`config.mk`:
```
export PLATFORM = sky130hd
export DESIGN_NAME = chc_top
export DESIGN_NICKNAME = d
export VERILOG_FILES = /design/src/rtl/chc_pkg.sv /design/src/rtl/chc_top.sv
export SDC_FILE = /design/constraint.sdc
export NUM_CORES = 1
export LEC_CHECK = 0
export ABC_AREA = 0
export BUFFER_PORTS_ARGS = -buffer_cell sky130_fd_sc_hd__buf_2
export CAP_MARGIN = 10
export CELL_PAD_IN_SITES_DETAIL_PLACEMENT = 2
export CELL_PAD_IN_SITES_GLOBAL_PLACEMENT = 2
export CORE_MARGIN = 2
export CORE_UTILIZATION = 35
export CTS_BUF_LIST = sky130_fd_sc_hd__clkbuf_4 sky130_fd_sc_hd__clkbuf_8
export DETAILED_ROUTE_END_ITERATION = 10
export PLACE_DENSITY_LB_ADDON = 0.1
export SKIP_LAST_GASP = 1
export SLEW_MARGIN = 25
export SYNTH_ARGS = -nofsm -noshare
export SYNTH_HDL_FRONTEND = slang
export SYNTH_SLANG_ARGS = --single-unit
```
`constraint.sdc`:
```
create_clock -name CLK -period 2.25 [get_ports CLK]
set_input_delay 0.1125 -clock CLK [delete_from_list [all_inputs] [get_ports CLK]]
set_output_delay 0.1125 -clock CLK [all_outputs]
set_load 0.03 [all_outputs]
```
`src/rtl/chc_pkg.sv`:
```
// Purpose: Shared constants and carriers for the channel clock and mode block.
// Assumes: AXI4-Lite with 16-bit byte addresses and 32-bit data.
// Notes: Register indices times four give the byte address.
package chc_pkg;
    localparam int AW = 16;
    localparam logic [11:0] IDX_CLK = 12'h882;
    localparam logic [11:0] IDX_MODE = 12'h884;
    localparam logic [11:0] IDX_EVT = 12'h886;
    localparam logic [11:0] IDX_MSK = 12'h888;
    localparam logic [11:0] IDX_CTL = 12'h88A;
    localparam logic [11:0] IDX_RXL = 12'h88C;
    localparam logic [11:0] IDX_STA = 12'h88E;
    localparam int CC_OD = 15;
    localparam int CC_EXT = 14;
    localparam int CC_TCS = 13;
    localparam int CC_RCS = 12;
    localparam int CC_CDH = 11;
    localparam int CC_CDL = 1;
    localparam int CC_PRESCALER_SELECT = 0;
    localparam int MC_RE = 3;
    localparam int MC_TE = 2;
    localparam logic [15:0] MC_WMASK = 16'hFDFF;
    localparam logic [1:0] MODE_TRANSP = 2'h3;
    localparam logic [1:0] LOOP_AUTO = 2'h0;
    localparam int CT_NTS = 0;
    localparam int CT_STOP = 1;
    localparam int CT_RESTART = 2;
    localparam int EV_RX = 0;
    localparam int EV_TX = 1;
    localparam int EV_BS = 3;
    localparam int EV_T5 = 5;
    localparam int EV_CTS = 6;
    localparam int EV_CD = 7;
    localparam int BD_RDY = 15;
    localparam int BD_INT = 12;
    localparam logic [1:0] PRE_LAST = 2'h3;
    localparam logic [15:0] RST_REG16 = 16'h0000;
    localparam logic [7:0] RST_REG8 = 8'h00;
    localparam logic [1:0] RSP_OK = 2'h0;
    localparam logic [1:0] RSP_ERR = 2'h2;

    typedef struct packed {
        logic          awvalid;
        logic [AW-1:0] awaddr;
        logic          wvalid;
        logic [31:0]   wdata;
        logic [3:0]    wstrb;
        logic          bready;
        logic          arvalid;
        logic [AW-1:0] araddr;
        logic          rready;
    } chc_axi_req_t;

    typedef struct packed {
        logic        awready;
        logic        wready;
        logic        bvalid;
        logic [1:0]  bresp;
        logic        arready;
        logic        rvalid;
        logic [31:0] rdata;
        logic [1:0]  rresp;
    } chc_axi_rsp_t;

    localparam chc_axi_rsp_t RSP_RESET =
        '{awready: 1'b1, wready: 1'b1, arready: 1'b1, default: '0};
endpackage

```
`src/rtl/chc_top.sv`:
```
// Purpose: Channel clock selection, baud generator, mode fields and events.
// Assumes: All pin inputs are synchronous to CLK.
// Notes: Registers sit in the low half of each 32-bit word; event, mask and status are 8 bits wide.
// Functional notes
// Open-drain select makes transmit data open-drain.
// Bit 14 picks main clock or timer input.
// Bit 13 picks generator or pin transmit clock.
// Bit 12 picks generator or pin receive clock.
// Preset field loads the eleven-bit divider counter.
// Prescaler divides by one or by four.
// Mode register holds the listed field layout.
// Software writes zeros to reserved bits.
// Writing one clears event bits.
// Events always recorded; mask gates interrupt.
// Handler reads, clears, services, then returns.
// Mask bits five and three ignored in transparent.
// Ready interrupt descriptor sets transmit event.
// Receive event on fill; idle fill after frame.
// Receive length limit bounds only receive buffers.
// Clearing no-sync bit selects byte-synchronous protocol.
// Loop control sets automatic modem input gating.
// Dedicated modem input change raises event.
// Counter expiry reloads and toggles generator output.
// Restart resumes transmission after stop or error.
`timescale 1ns/100ps
`default_nettype none
module chc_top
(
    input  wire logic                  CLK,
    input  wire logic                  RESETN,
    input  wire chc_pkg::chc_axi_req_t AXI_REQ,
    output var  chc_pkg::chc_axi_rsp_t AXI_RSP,
    input  wire logic                  TIMER_ONE_INPUT,
    input  wire logic                  TRANSMIT_CLOCK_PIN,
    input  wire logic                  RECEIVE_CLOCK_PIN,
    input  wire logic                  TX_DATA,
    input  wire logic                  TXD_I,
    output logic                       TXD_O,
    output logic                       TXD_OE_N,
    input  wire logic                  CTS_N,
    input  wire logic                  CD_N,
    input  wire logic                  MODEM_DEDICATED,
    input  wire logic [7:0]            EVT_IN,
    input  wire logic [15:0]           TXBD_STATUS,
    input  wire logic                  TXBD_DONE,
    input  wire logic                  TX_ERROR,
    input  wire logic [15:0]           RXBD_STATUS,
    input  wire logic                  RXBD_DONE,
    input  wire logic                  RX_FRAME_END,
    input  wire logic [15:0]           RX_BYTE_CNT,
    output logic                       BRG_OUT,
    output logic                       TX_CLK,
    output logic                       RX_CLK,
    output logic [15:0]                MODE_CFG,
    output logic                       BYTE_SYNC,
    output logic                       TX_RUN,
    output logic                       RX_RUN,
    output logic                       RX_BUF_FULL,
    output logic                       RX_IDLE_FILL,
    output logic                       IRQ
);
    import chc_pkg::*;

    typedef struct packed {
        chc_axi_rsp_t  rsp;
        logic [AW-1:0] aw_addr;
        logic [31:0]   w_data;
        logic [3:0]    w_strb;
        logic [15:0]   clk_cfg;
        logic [15:0]   mode_cfg;
        logic [15:0]   ctl;
        logic [7:0]    ev;
        logic [7:0]    msk;
        logic [15:0]   rx_len;
        logic          tin_q;
        logic [1:0]    pre_cnt;
        logic [10:0]   div_cnt;
        logic          brg;
        logic          tx_clk;
        logic          rx_clk;
        logic          txd_o;
        logic          txd_oe_n;
        logic          cts_q;
        logic          cd_q;
        logic          tx_stop;
        logic          frame_done;
        logic          byte_sync;
        logic          tx_run;
        logic          rx_run;
        logic          rx_full;
        logic          idle_fill;
        logic          irq;
    } chc_state_t;

    localparam chc_state_t ST_RESET =
        '{rsp: RSP_RESET, txd_o: 1'b1, cts_q: 1'b1, cd_q: 1'b1, default: '0};

    chc_state_t s;
    chc_state_t next_s;

    // Merges a write into a 16-bit register under the two low byte strobes.
    function automatic logic [15:0] wmerge
    (
        input logic [15:0] old,
        input logic [31:0] d,
        input logic [3:0]  st
    );
        wmerge = {st[1] ? d[15:8] : old[15:8], st[0] ? d[7:0] : old[7:0]};
    endfunction

    // Returns the register index of an aligned in-range address, else all ones.
    function automatic logic [11:0] widx
    (
        input logic [AW-1:0] a
    );
        widx = (a[1:0] == 2'h0 && a[15:14] == 2'h0) ? a[13:2] : 12'hFFF;
    endfunction

    // Computes the whole next state: bus slave, baud generator and events.
    always_comb
    begin
        logic        src;
        logic        pre;
        logic        transp;
        logic        wr;
        logic [11:0] wi;
        logic [7:0]  set;
        logic [7:0]  clr;
        logic [7:0]  emsk;
        logic        stop_cmd;
        logic        restart_cmd;
        logic        cts_ok;
        logic        cd_ok;
        src = 1'b0;
        pre = 1'b0;
        transp = 1'b0;
        wr = 1'b0;
        wi = 12'hFFF;
        set = 8'h00;
        clr = 8'h00;
        emsk = 8'h00;
        stop_cmd = 1'b0;
        restart_cmd = 1'b0;
        cts_ok = 1'b1;
        cd_ok = 1'b1;
        next_s = s;

        // Write address and data are taken independently, in either order.
        if (AXI_REQ.awvalid && s.rsp.awready)
        begin
            next_s.aw_addr = AXI_REQ.awaddr;
            next_s.rsp.awready = 1'b0;
        end
        if (AXI_REQ.wvalid && s.rsp.wready)
        begin
            next_s.w_data = AXI_REQ.wdata;
            next_s.w_strb = AXI_REQ.wstrb;
            next_s.rsp.wready = 1'b0;
        end
        if (!s.rsp.awready && !s.rsp.wready && !s.rsp.bvalid)
        begin
            wr = 1'b1;
            wi = widx(s.aw_addr);
            next_s.rsp.bvalid = 1'b1;
            next_s.rsp.bresp = RSP_OK;
            case (wi)
                IDX_CLK: next_s.clk_cfg = wmerge(s.clk_cfg, s.w_data, s.w_strb);
                IDX_MODE:
                begin
                    // Reserved mode bit always reads as zero.
                    next_s.mode_cfg = wmerge(s.mode_cfg, s.w_data, s.w_strb) & MC_WMASK;
                end
                IDX_EVT: clr = s.w_strb[0] ? s.w_data[7:0] : 8'h00;
                IDX_MSK:
                begin
                    if (s.w_strb[0])
                    begin
                        next_s.msk = s.w_data[7:0];
                    end
                end
                IDX_CTL:
                begin
                    if (s.w_strb[0])
                    begin
                        next_s.ctl[CT_NTS] = s.w_data[CT_NTS];
                        stop_cmd = s.w_data[CT_STOP];
                        restart_cmd = s.w_data[CT_RESTART];
                    end
                end
                IDX_RXL: next_s.rx_len = wmerge(s.rx_len, s.w_data, s.w_strb);
                IDX_STA: next_s.rsp.bresp = RSP_OK;
                default: next_s.rsp.bresp = RSP_ERR;
            endcase
        end
        if (s.rsp.bvalid && AXI_REQ.bready)
        begin
            next_s.rsp.bvalid = 1'b0;
            next_s.rsp.awready = 1'b1;
            next_s.rsp.wready = 1'b1;
        end

        // Reads answer one cycle after the address is taken.
        if (AXI_REQ.arvalid && s.rsp.arready)
        begin
            next_s.rsp.arready = 1'b0;
            next_s.rsp.rvalid = 1'b1;
            next_s.rsp.rresp = RSP_OK;
            next_s.rsp.rdata = 32'h0000_0000;
            case (widx(AXI_REQ.araddr))
                IDX_CLK: next_s.rsp.rdata[15:0] = s.clk_cfg;
                IDX_MODE: next_s.rsp.rdata[15:0] = s.mode_cfg;
                IDX_EVT: next_s.rsp.rdata[7:0] = s.ev;
                IDX_MSK: next_s.rsp.rdata[7:0] = s.msk;
                IDX_CTL: next_s.rsp.rdata[15:0] = {13'h0000, s.tx_stop, 1'b0, s.ctl[CT_NTS]};
                IDX_RXL: next_s.rsp.rdata[15:0] = s.rx_len;
                IDX_STA:
                begin
                    next_s.rsp.rdata[7:0] = {s.irq, s.byte_sync, s.idle_fill, s.rx_full,
                                             s.rx_run, s.tx_run, s.brg, TXD_I};
                end
                default: next_s.rsp.rresp = RSP_ERR;
            endcase
        end
        if (s.rsp.rvalid && AXI_REQ.rready)
        begin
            next_s.rsp.rvalid = 1'b0;
            next_s.rsp.arready = 1'b1;
        end

        // Generator source: every main clock cycle or each timer input rise.
        next_s.tin_q = TIMER_ONE_INPUT;
        src = s.clk_cfg[CC_EXT] ? (TIMER_ONE_INPUT & ~s.tin_q) : 1'b1;
        if (src)
        begin
            if (s.clk_cfg[CC_PRESCALER_SELECT])
            begin
                next_s.pre_cnt = s.pre_cnt + 2'h1;
                pre = (s.pre_cnt == PRE_LAST);
            end
            else
            begin
                next_s.pre_cnt = 2'h0;
                pre = 1'b1;
            end
        end
        if (pre)
        begin
            if (s.div_cnt == 11'h000)
            begin
                next_s.div_cnt = s.clk_cfg[CC_CDH:CC_CDL];
                next_s.brg = ~s.brg;
            end
            else
            begin
                next_s.div_cnt = s.div_cnt - 11'h001;
            end
        end
        next_s.tx_clk = s.clk_cfg[CC_TCS] ? TRANSMIT_CLOCK_PIN : s.brg;
        next_s.rx_clk = s.clk_cfg[CC_RCS] ? RECEIVE_CLOCK_PIN : s.brg;

        // Open-drain drives only the low level and releases for a one.
        if (s.clk_cfg[CC_OD])
        begin
            next_s.txd_o = 1'b0;
            next_s.txd_oe_n = TX_DATA;
        end
        else
        begin
            next_s.txd_o = TX_DATA;
            next_s.txd_oe_n = 1'b0;
        end

        // Transparent only while its mode is chosen and the no-sync bit is set.
        transp = (s.mode_cfg[1:0] == MODE_TRANSP) && s.ctl[CT_NTS];
        next_s.byte_sync = (s.mode_cfg[1:0] == MODE_TRANSP) && !s.ctl[CT_NTS];

        // Modem inputs gate the channel only under automatic loop control.
        if (s.mode_cfg[5:4] == LOOP_AUTO)
        begin
            cts_ok = ~CTS_N;
            cd_ok = ~CD_N;
        end
        next_s.cts_q = CTS_N;
        next_s.cd_q = CD_N;

        // Event sources; a set in the same cycle as a clear wins.
        set = EVT_IN;
        set[EV_TX] = EVT_IN[EV_TX] | (TXBD_DONE & TXBD_STATUS[BD_INT]);
        set[EV_RX] = EVT_IN[EV_RX] | (RXBD_DONE & RXBD_STATUS[BD_INT]);
        set[EV_CTS] = EVT_IN[EV_CTS] | (MODEM_DEDICATED & (CTS_N ^ s.cts_q));
        set[EV_CD] = EVT_IN[EV_CD] | (MODEM_DEDICATED & (CD_N ^ s.cd_q));
        next_s.ev = (s.ev & ~clr) | set;

        // Mask gates the request only; bits five and three drop in transparent.
        emsk = s.msk;
        if (transp)
        begin
            emsk[EV_T5] = 1'b0;
            emsk[EV_BS] = 1'b0;
        end
        next_s.irq = |(s.ev & emsk);

        // Stop or error halts transmit; restart resumes the current descriptor.
        if (stop_cmd || TX_ERROR)
        begin
            next_s.tx_stop = 1'b1;
        end
        else if (restart_cmd)
        begin
            next_s.tx_stop = 1'b0;
        end
        next_s.tx_run = s.mode_cfg[MC_TE] & TXBD_STATUS[BD_RDY] & ~s.tx_stop & cts_ok;
        next_s.rx_run = s.mode_cfg[MC_RE] & RXBD_STATUS[BD_RDY] & cd_ok;

        // Only receive buffers are bounded by the length limit.
        next_s.rx_full = (RX_BYTE_CNT >= s.rx_len);

        // After frame end in transparent mode, further ready receive buffers fill with idles.
        if (!s.mode_cfg[MC_RE])
        begin
            next_s.frame_done = 1'b0;
        end
        else if (RX_FRAME_END)
        begin
            next_s.frame_done = 1'b1;
        end
        next_s.idle_fill = transp & s.frame_done & RXBD_STATUS[BD_RDY] & s.mode_cfg[MC_RE];
        if (wr && wi == IDX_STA)
        begin
            next_s.rsp.bresp = RSP_OK;
        end
    end

    // Registers the whole state.
    always_ff @(posedge CLK or negedge RESETN)
    begin
        if (!RESETN)
        begin
            s <= ST_RESET;
        end
        else
        begin
            s <= next_s;
        end
    end

    // Ports taken straight from state flip-flops.
    assign AXI_RSP = s.rsp;
    assign TXD_O = s.txd_o;
    assign TXD_OE_N = s.txd_oe_n;
    assign BRG_OUT = s.brg;
    assign TX_CLK = s.tx_clk;
    assign RX_CLK = s.rx_clk;
    assign MODE_CFG = s.mode_cfg;
    assign BYTE_SYNC = s.byte_sync;
    assign TX_RUN = s.tx_run;
    assign RX_RUN = s.rx_run;
    assign RX_BUF_FULL = s.rx_full;
    assign RX_IDLE_FILL = s.idle_fill;
    assign IRQ = s.irq;
endmodule // chc_top
`default_nettype wire
```
==> Word-level counts from Yosys, hierarchy flattened <==
Index checks and enable logic that the tools add are counted.
{ "classes": {"n_div": 0, "mul": 0, "bitwise": 28, "n_eq_ne": 18, "mux": 40, "shifts": 0, "reduce_logical": 41, "add_sub_neg": 2, "n_lt_le_gt_ge": 1} }
{ "ops": {"columns": ["op", "count"], "rows": [
  ["12-bit equality test (second input constant)", 15],
  ["8-bit one-hot mux with 7 select lines", 1],
  ["12-bit 2-to-1 mux", 3],
  ["36-bit 2-to-1 mux", 1],
  ["8-bit 2-to-1 mux", 3],
  ["8-bit one-hot mux with 3 select lines", 1],
  ["3-bit AND reduction", 8],
  ["1-bit 2-to-1 mux", 22],
  ["8-bit bitwise AND", 2],
  ["16-bit greater-or-equal comparator", 1],
  ["7-bit OR reduction", 2],
  ["1-bit bitwise AND", 13],
  ["1-bit logical AND", 12],
  ["2-bit 2-to-1 mux", 6],
  ["2-bit nonzero test", 6],
  ["11-bit zero test", 1],
  ["11-bit 2-to-1 mux", 1],
  ["11-bit by 1-bit subtractor with 11-bit output (second input constant)", 1],
  ["2-bit zero test", 5],
  ["8-bit NOT", 1],
  ["8-bit bitwise OR", 1],
  ["8-bit OR reduction", 1],
  ["3-bit 2-to-1 mux", 2],
  ["1-bit NOT", 5],
  ["other kinds (8)", 16]
]} }
{ "totals": {"ff_bits": 152, "mem_bits_rw": 0, "elab_cells": 168, "rom_bits": 0, "in_bits": 143, "out_inout_bits": 68, "latchBits": 0, "mem_count": 0} }

==> Depth between registers and ports, before layout <==
Gate-level depths: netlist of the first run.
{ "depth": {"word_depth": 9, "ltp_mapped": 6, "ltp_nobuf": 6} }

==> Worst setup path after synthesis of the first run <==
No wires, ideal clock.
{ "synth_timing": {"path_kind": "register -> register", "start": "register s[147] in the netlist's numbering", "end": "register s[101] in the netlist's numbering", "t_required_ns": 2.125, "n_path_buf": 1, "stages_incl_launch_ff": 6, "period_less_slack_ns": 1.902, "setup_ns": 0.125, "arrival_ns": 1.778, "path_slack_ns": 0.348, "path_cell_list": "dfrtp_1 -> nor4b_1 -> nand4b_1 -> buf_4 -> nor4_4 -> mux2_2"} }
{ "synth_via": {"elab_chain_len": 3} }
{ "synth_lines": {"columns": ["element", "line", "rtl"], "rows": [
  ["from (decl)", "chc_top.sv:98", "chc_state_t s;"],
  ["from (signal assigned)", "chc_top.sv:343", "s <= next_s;"],
  ["12-bit 2-to-1 mux", "chc_top.sv:116", "widx = (a[1:0] == 2'h0 && a[15:14] == 2'h0) ? a[13:2] : 12'hFFF;"],
  ["12-bit equality test", "chc_top.sv:166", "case (wi)"],
  ["3-bit AND reduction (no source line)", null, null]
]} }
Every way passes these cells.
A chain may end at the register's enable or synchronous reset.

==> Worst setup path in the final report of the first run <==
{ "layout_timing": {"start": "register s[147] in the netlist's numbering", "end": "register s[102] in the netlist's numbering"} }
The elaborated chain is that of the path after synthesis.

==> results.cfg, run 1 <==
[status]
status = completed

[synthesis]
synth_flop_cell = dfrtp_1
ys_seq_area_frac = 0.495
muxShareOfSynthArea = 0.175
yosysTopAreaCell = dfrtp_1
synth_cell_type_count = 66
synth.most_common_cell = dfrtp_1
synth_edf_count = 0
synth_area_leaders = dfrtp_1 47%, mux2_2 15%, buf_4 5.8%
yosys_warnings = 0
synth-seq-cells = 150
synth_top_family_by_area = multiplexers
synth.avg_cell_area_um2 = 11.9
syn_area_um2 = 7590
synthAdderAreaFrac = 0.0297
synth_compound_area_frac = 0.106
synthTopCellsByCount = 144 x dfrtp_1, 100 x mux2_2, 59 x buf_4, 44 x inv_1, 34 x nand2_1
yosys.area_share.simple = 0.104
synthCells = 638
synth.top_cell.area_share = 0.474
synth_xor_area_frac = 0.00346
synth-async-reset-ratio = 1.00

[place]
place_area_um2 = 8480
numPortBuffers = 145
place.gp.congestion = 0.770
hpwl_um = 16900

[grt]
gr-usage-all-layers = 0.216
met2_usage = 0.381
grt_use_met1 = 0.275
grtUsageMet3 = 0.0401
top_usage_layer = met2
antenna_found_initial = 1
grt_pass1_vias = 6381
grt_max_degree = 60
grt_pass1_wl_um = 36800
overflow = 0

[critical_path]
worst_setup_path_end_kind = register
r2r_end = s[102]
cp_max_fo = 18
cp_slowest_cell = dfrtp_1
cp_common_cell = buf_12
crit_chain = nor4b_1 > nand4b_1 > buf_12 > nor4_4 > buf_12 > mux2_2
timing.rr.start = s[147]
r2r_slack_ns = 0.14
critPathMaxStageDelay_ns = 0.38
criticalPathCategory = register to register
cp-start-kind = register
crit_buf_inv = 2
crit_family = simple AND/OR/NAND/NOR gates
required_ns = 2.60
rr_worst_depth = 6
startpoint = s[147]
cp.arrival_ns = 2.45

[timing]
period_share = 0.937
setup_tns_ns = 0
hold_viol_final = 0
maxSlewHeadroom = 0.425
clock_skew_ns = 0.0118
fin_crit_ns = 2.11
maxSlewViolCount = 0
setup_viol = 0
tightest_slew_ns = 0.857
rsz0062_at_grt = no
max_freq_ghz = 0.474

[worst_hold_path]
hold_class = input pin to register
holdPathStages = 5
min_to = RX_BUF_FULL
min_from = RX_BYTE_CNT[14]

[clocking]
clockBufferDepth = 2
cts_sinks = 150
cts_setup_buffers = 0
cts-root-buf = clkbuf_8
cts_tree = yes
cts_buffers = 17
clk_latency_ns = 0.47
path_clk_slew_ns = 0.09
htreeDepth = 4

[die]
die_area_um2 = 22900
core-area_um2 = 21200
pin_count = 211
rows = 53
fp.dieW_um = 151
initial_core_util = 0.359
die_h_um = 151

[route]
dr.pass1.iters = 4
final_antenna_net_count = 0
dr_total_vias = 5739
drtIter0Drc = 182
drt_wl_total_um = 23400
drc = 0
avgRoutedWirePerCell_um = 20.8
viasPerCell = 5.10

[finish]
drive_above_1_share = 0.381
design_area_um2 = 9580
nets = 998
areaGrowthSynthToFinish_pct = 26.1
diodes = 0

[power_and_ir_drop]
ir_drop_uv = 531
powerDensity_nw_per_um2 = 780
p_leak_nw = 4.54

[job]
drv_cap = 0
metal layers:
layer	vias up	wire length [µm]
met5	-	16
met4	2	243
met3	23	773
met2	122	12200
met1	2963	10200
li1	2629	-
power breakdown:
part           switching (W)  internal, W  leakage [nW]  total, W
sequential          0.000511      0.00313          1.91   0.00364
clock                0.00116      0.00116         0.211   0.00232
combinational       0.000780     0.000727          2.42   0.00151
total                0.00245      0.00502          4.54   0.00747
state kept, by name (all words and copies together) (netlist names):
name,flops
BRG_OUT,1
RX_RUN,1
MODE_CFG,15
TXD_O,1
RX_IDLE_FILL,1
RX_BUF_FULL,1
TX_RUN,1
s,101
BYTE_SYNC,1
TXD_OE_N,1
TX_CLK,1
RX_CLK,1
IRQ,1
AXI_RSP,23
kinds of logic after synthesis:
kind of cell	count (synthesis)
adders and majority gates	18
muxes	118
xor gates and xnor gates	3
buffers and inverters	115
and+or+nand+nor	123
DFF	150
other	1
AOI/OAI and AO/OA	110
worst reg2reg max path, cell delays in order, from the launching register on:
cell and delay, ns:
dfrtp_1 0.38, nor4b_1 0.34, nand4b_1 0.20, buf_12 0.21
nor4_4 0.32, buf_12 0.19, mux2_2 0.34
worst max-delay path by stage:
stage,end,slack (ns),cells after the start
final,s[102],0.14,6
after global routing,MODE_CFG[4],0.02,6
after CTS,s[102],0.05,6
after detailed placement,MODE_CFG[2],0.1,6
after global placement,MODE_CFG[5],0.14,6
after floorplan,s[101],0.35,5
per-stage QoR:
stage / cells / utilization / total power (W) / worst slack (ns) / hold slack (ns)
floorplan: 656 / - / 0.00450 / 0.348 / -0.183
global placement: 1027 / 0.401 / 0.00494 / 0.142 / 0.145
detailed placement: 1027 / 0.401 / 0.00507 / 0.0960 / 0.140
CTS: 1125 / 0.453 / 0.00754 / 0.0470 / 0.104
global route: 1125 / 0.453 / 0.00787 / 0.0177 / 0.144
finish: 1125 / 0.453 / 0.00747 / 0.142 / 0.141
area by class of cell:
type / instances / area (µm²)
clock buffers: 18 / 248
clock inverters: 14 / 188
fillers: 2132 / 11600
inverters: 44 / 165
multi-input cells: 391 / 3250
flip-flops and latches: 150 / 3760
well taps: 275 / 344
repair buffers: 233 / 1620
placed cells by master (no fill, tap or decap), types with 3 or more instances in the layout:
| cell | instances |
|---|---|
| ha_1 | 18 |
| nor4_4 | 5 |
| nand4_1 | 6 |
| buf_2 | 144 |
| clkbuf_8 | 18 |
| dlygate4sd3_1 | 66 |
| clkinvlp_4 | 3 |
| nand2_1 | 34 |
| nor2b_1 | 8 |
| o21a_1 | 3 |
| nand4b_1 | 4 |
| o31ai_1 | 11 |
| bufinv_16 | 3 |
| nor3_1 | 10 |
| inv_1 | 44 |
| a211oi_1 | 4 |
| nor2_1 | 11 |
| a21oi_1 | 13 |
| a221oi_1 | 6 |
| buf_12 | 5 |
| a21o_1 | 11 |
| dfstp_2 | 6 |
| a22o_1 | 4 |
| and2_1 | 3 |
| inv_6 | 5 |
| nand3_1 | 10 |
| o211ai_1 | 3 |
| mux2i_1 | 15 |
| or4_1 | 3 |
| a22oi_1 | 6 |
| o21ai_0 | 21 |
| a32oi_1 | 7 |
| nand3b_1 | 3 |
| buf_4 | 17 |
| conb_1 | 19 |
| mux2_2 | 100 |
| dfrtp_1 | 144 |
| nand2b_1 | 10 |
what timing repair did:
| item | CTS | global route |
|---|---|---|
| gates resized for setup | 0 | 1 |
| hold endpoints to repair | 117 | 0 |
| endpoints found under the setup margin | 0 | 16 |
| hold buffers | 66 | 0 |
No activity file was read; power rests on OpenSTA's default activity.
==> run 2: changes to the inputs <==
--- a/config.mk
+++ b/config.mk
@@ -11,7 +11,7 @@
 export CELL_PAD_IN_SITES_DETAIL_PLACEMENT = 2
 export CELL_PAD_IN_SITES_GLOBAL_PLACEMENT = 2
 export CORE_MARGIN = 2
-export CORE_UTILIZATION = 35
+export CORE_UTILIZATION = 31
 export CTS_BUF_LIST = sky130_fd_sc_hd__clkbuf_4 sky130_fd_sc_hd__clkbuf_8
 export DETAILED_ROUTE_END_ITERATION = 10
 export PLACE_DENSITY_LB_ADDON = 0.1
==> constraint.sdc (replaced) <==
create_clock -name CLK -period 1.9 [get_ports CLK]
set_input_delay 0.095 -clock CLK [delete_from_list [all_inputs] [get_ports CLK]]
set_output_delay 0.095 -clock CLK [all_outputs]
set_load 0.03 [all_outputs]
==> results.cfg, run 2 (synthesis results as in run 1) <==
[status]
status = completed

[route]
viasPerCell = 4.81
final_antenna_net_count = 0
drt_wl_total_um = 24100
dr.pass1.iters = 4
drc = 0
wl_met2_um = 12500
dr_total_vias = 5811
met3_length_um = 838
met1Wirelength_um = 10400
avgRoutedWirePerCell_um = 20.0
drtIter0Drc = 151
topRoutingLayerUsed = met4

[worst_hold_path]
holdPathStages = 4
hold_class = input pin to register
min_from = RX_BYTE_CNT[15]
min_to = RX_BUF_FULL

[job]
drv_cap = 0

[power_and_ir_drop]
p_leak_nw = 4.68
powerDensity_nw_per_um2 = 902
finalPower_w = 0.00893
ir_drop_uv = 458

[finish]
fin_cells = 1207
mostFrequentLayoutCells = 144 x dfrtp_1, 144 x buf_2, 100 x mux2_2
nets = 1030
top_register = s
areaGrowthSynthToFinish_pct = 30.3
largest_reg_flops = 101
finish.utilization = 0.409
drive_above_1_share = 0.408

[critical_path]
rr_worst_depth = 6
timing.rr.start = s[146]
cp.arrival_ns = 2.25
r2r_slack_ns = 0.0005
criticalPathCategory = register to register
r2r_end = s[7]
required_ns = 2.25
cp_max_fo = 10
worst_setup_path_end_kind = register
cp-start-kind = register

[grt]
grt_max_degree = 50
grt_pass1_wl_um = 38100
antenna_found_initial = 1
grt_pass1_vias = 6674
gr-usage-all-layers = 0.193
overflow = 0

[die]
rows = 57
die_area_um2 = 25800
initial_core_util = 0.314
fp.dieW_um = 161
pin_count = 211
core-area_um2 = 24200
die_h_um = 161

[clocking]
clockBufferDepth = 2
path_clk_slew_ns = 0.09
clk_latency_ns = 0.47
cts_tree = yes
cts_buffers = 17
htreeDepth = 4
cts_sinks = 150
cts-root-buf = clkbuf_8

[timing]
setup_viol = 0
tightest_slew_ns = 0.510
fin_crit_ns = 1.90
hold_viol_final = 0
period_share = 1.00
rsz0062_at_grt = yes
hold-worst-slack_ns = 0.0530
maxSlewViolCount = 0
max_freq_ghz = 0.526
maxSlewHeadroom = 0.660
clock_skew_ns = 0.0216

[place]
dp_cells = 1101
place.gp.congestion = 0.758
numPortBuffers = 145
hpwl_um = 18100
run 2: cell count changes in the layout (fill, tap and decap cells not counted), sizes merged:
cell,before,now
inv,51,52
buf,167,199
clkinvlp,3,2
dlygate4sd3,66,65
diode,0,1
o31ai,12,13
bufinv,3,2
clkinv,1,2
run 2: final cells by class:
type                            count  area [µm²]
Tap cell                          324         405
Clock inverter                     14         164
Multi-Input combinational cell    392        3290
Inverter                           44         165
Antenna cell                        1        2.50
Clock buffer                       18         241
Sequential cell                   150        3760
Fill cell                        2531       14300
Timing Repair Buffer              264        1860
run 2: what timing repair did:
action                                  in CTS  in global routing
buffers inserted                             3                  4
pin swaps                                    2                  3
endpoints found under the hold margin      142                  0
resized for setup                            9                  5
hold buffers                                65                  0
gates cloned                                 0                  1
endpoints found under the setup margin      57                 70
run 2: layer usage:
metal | track usage | vias up
met5 | 0 | -
met4 | 0.0561 | 0
met3 | 0.0343 | 21
met2 | 0.349 | 131
met1 | 0.234 | 2953
li1 | - | 2706
run 2: through the flow:
stage / worst slack [ns] / area (µm²) / TNS (ns)
after floorplan: 0.0230 / 7660 / 0
after detailed placement: -0.142 / 8710 / -5.09
after global routing: -0.128 / 9900 / -4.65
final: 0.000454 / 9900 / 0
after global placement: -0.142 / 8710 / -5.26
after CTS: -0.0393 / 9830 / -0.598
run 2: worst max path at each step:
stage                        to  slack (ns)  cells past startpoint  startpoint
floorplan                 s[93]        0.02                      5      s[147]
finish                     s[7]      0.0005                      6      s[146]
CTS                 MODE_CFG[7]       -0.04                      6      s[155]
global route        MODE_CFG[6]       -0.13                      6      s[146]
detailed placement        s[34]       -0.14                      7      s[155]
global placement          s[93]       -0.14                      6      s[147]
run 2: worst max-delay path, cell delays in order (launching register included):
cell	delay [ns]
dfrtp_1	0.41
nor4_2	0.28
nand4b_1	0.14
buf_6	0.18
buf_4	0.15
o41a_1	0.36
a211o_1	0.27
run 2: power breakdown:
part | switching (W) | internal, W
Combinational | 0.00104 | 0.00101
Clock | 0.00140 | 0.00122
Sequential | 0.000546 | 0.00371
Total | 0.00299 | 0.00594
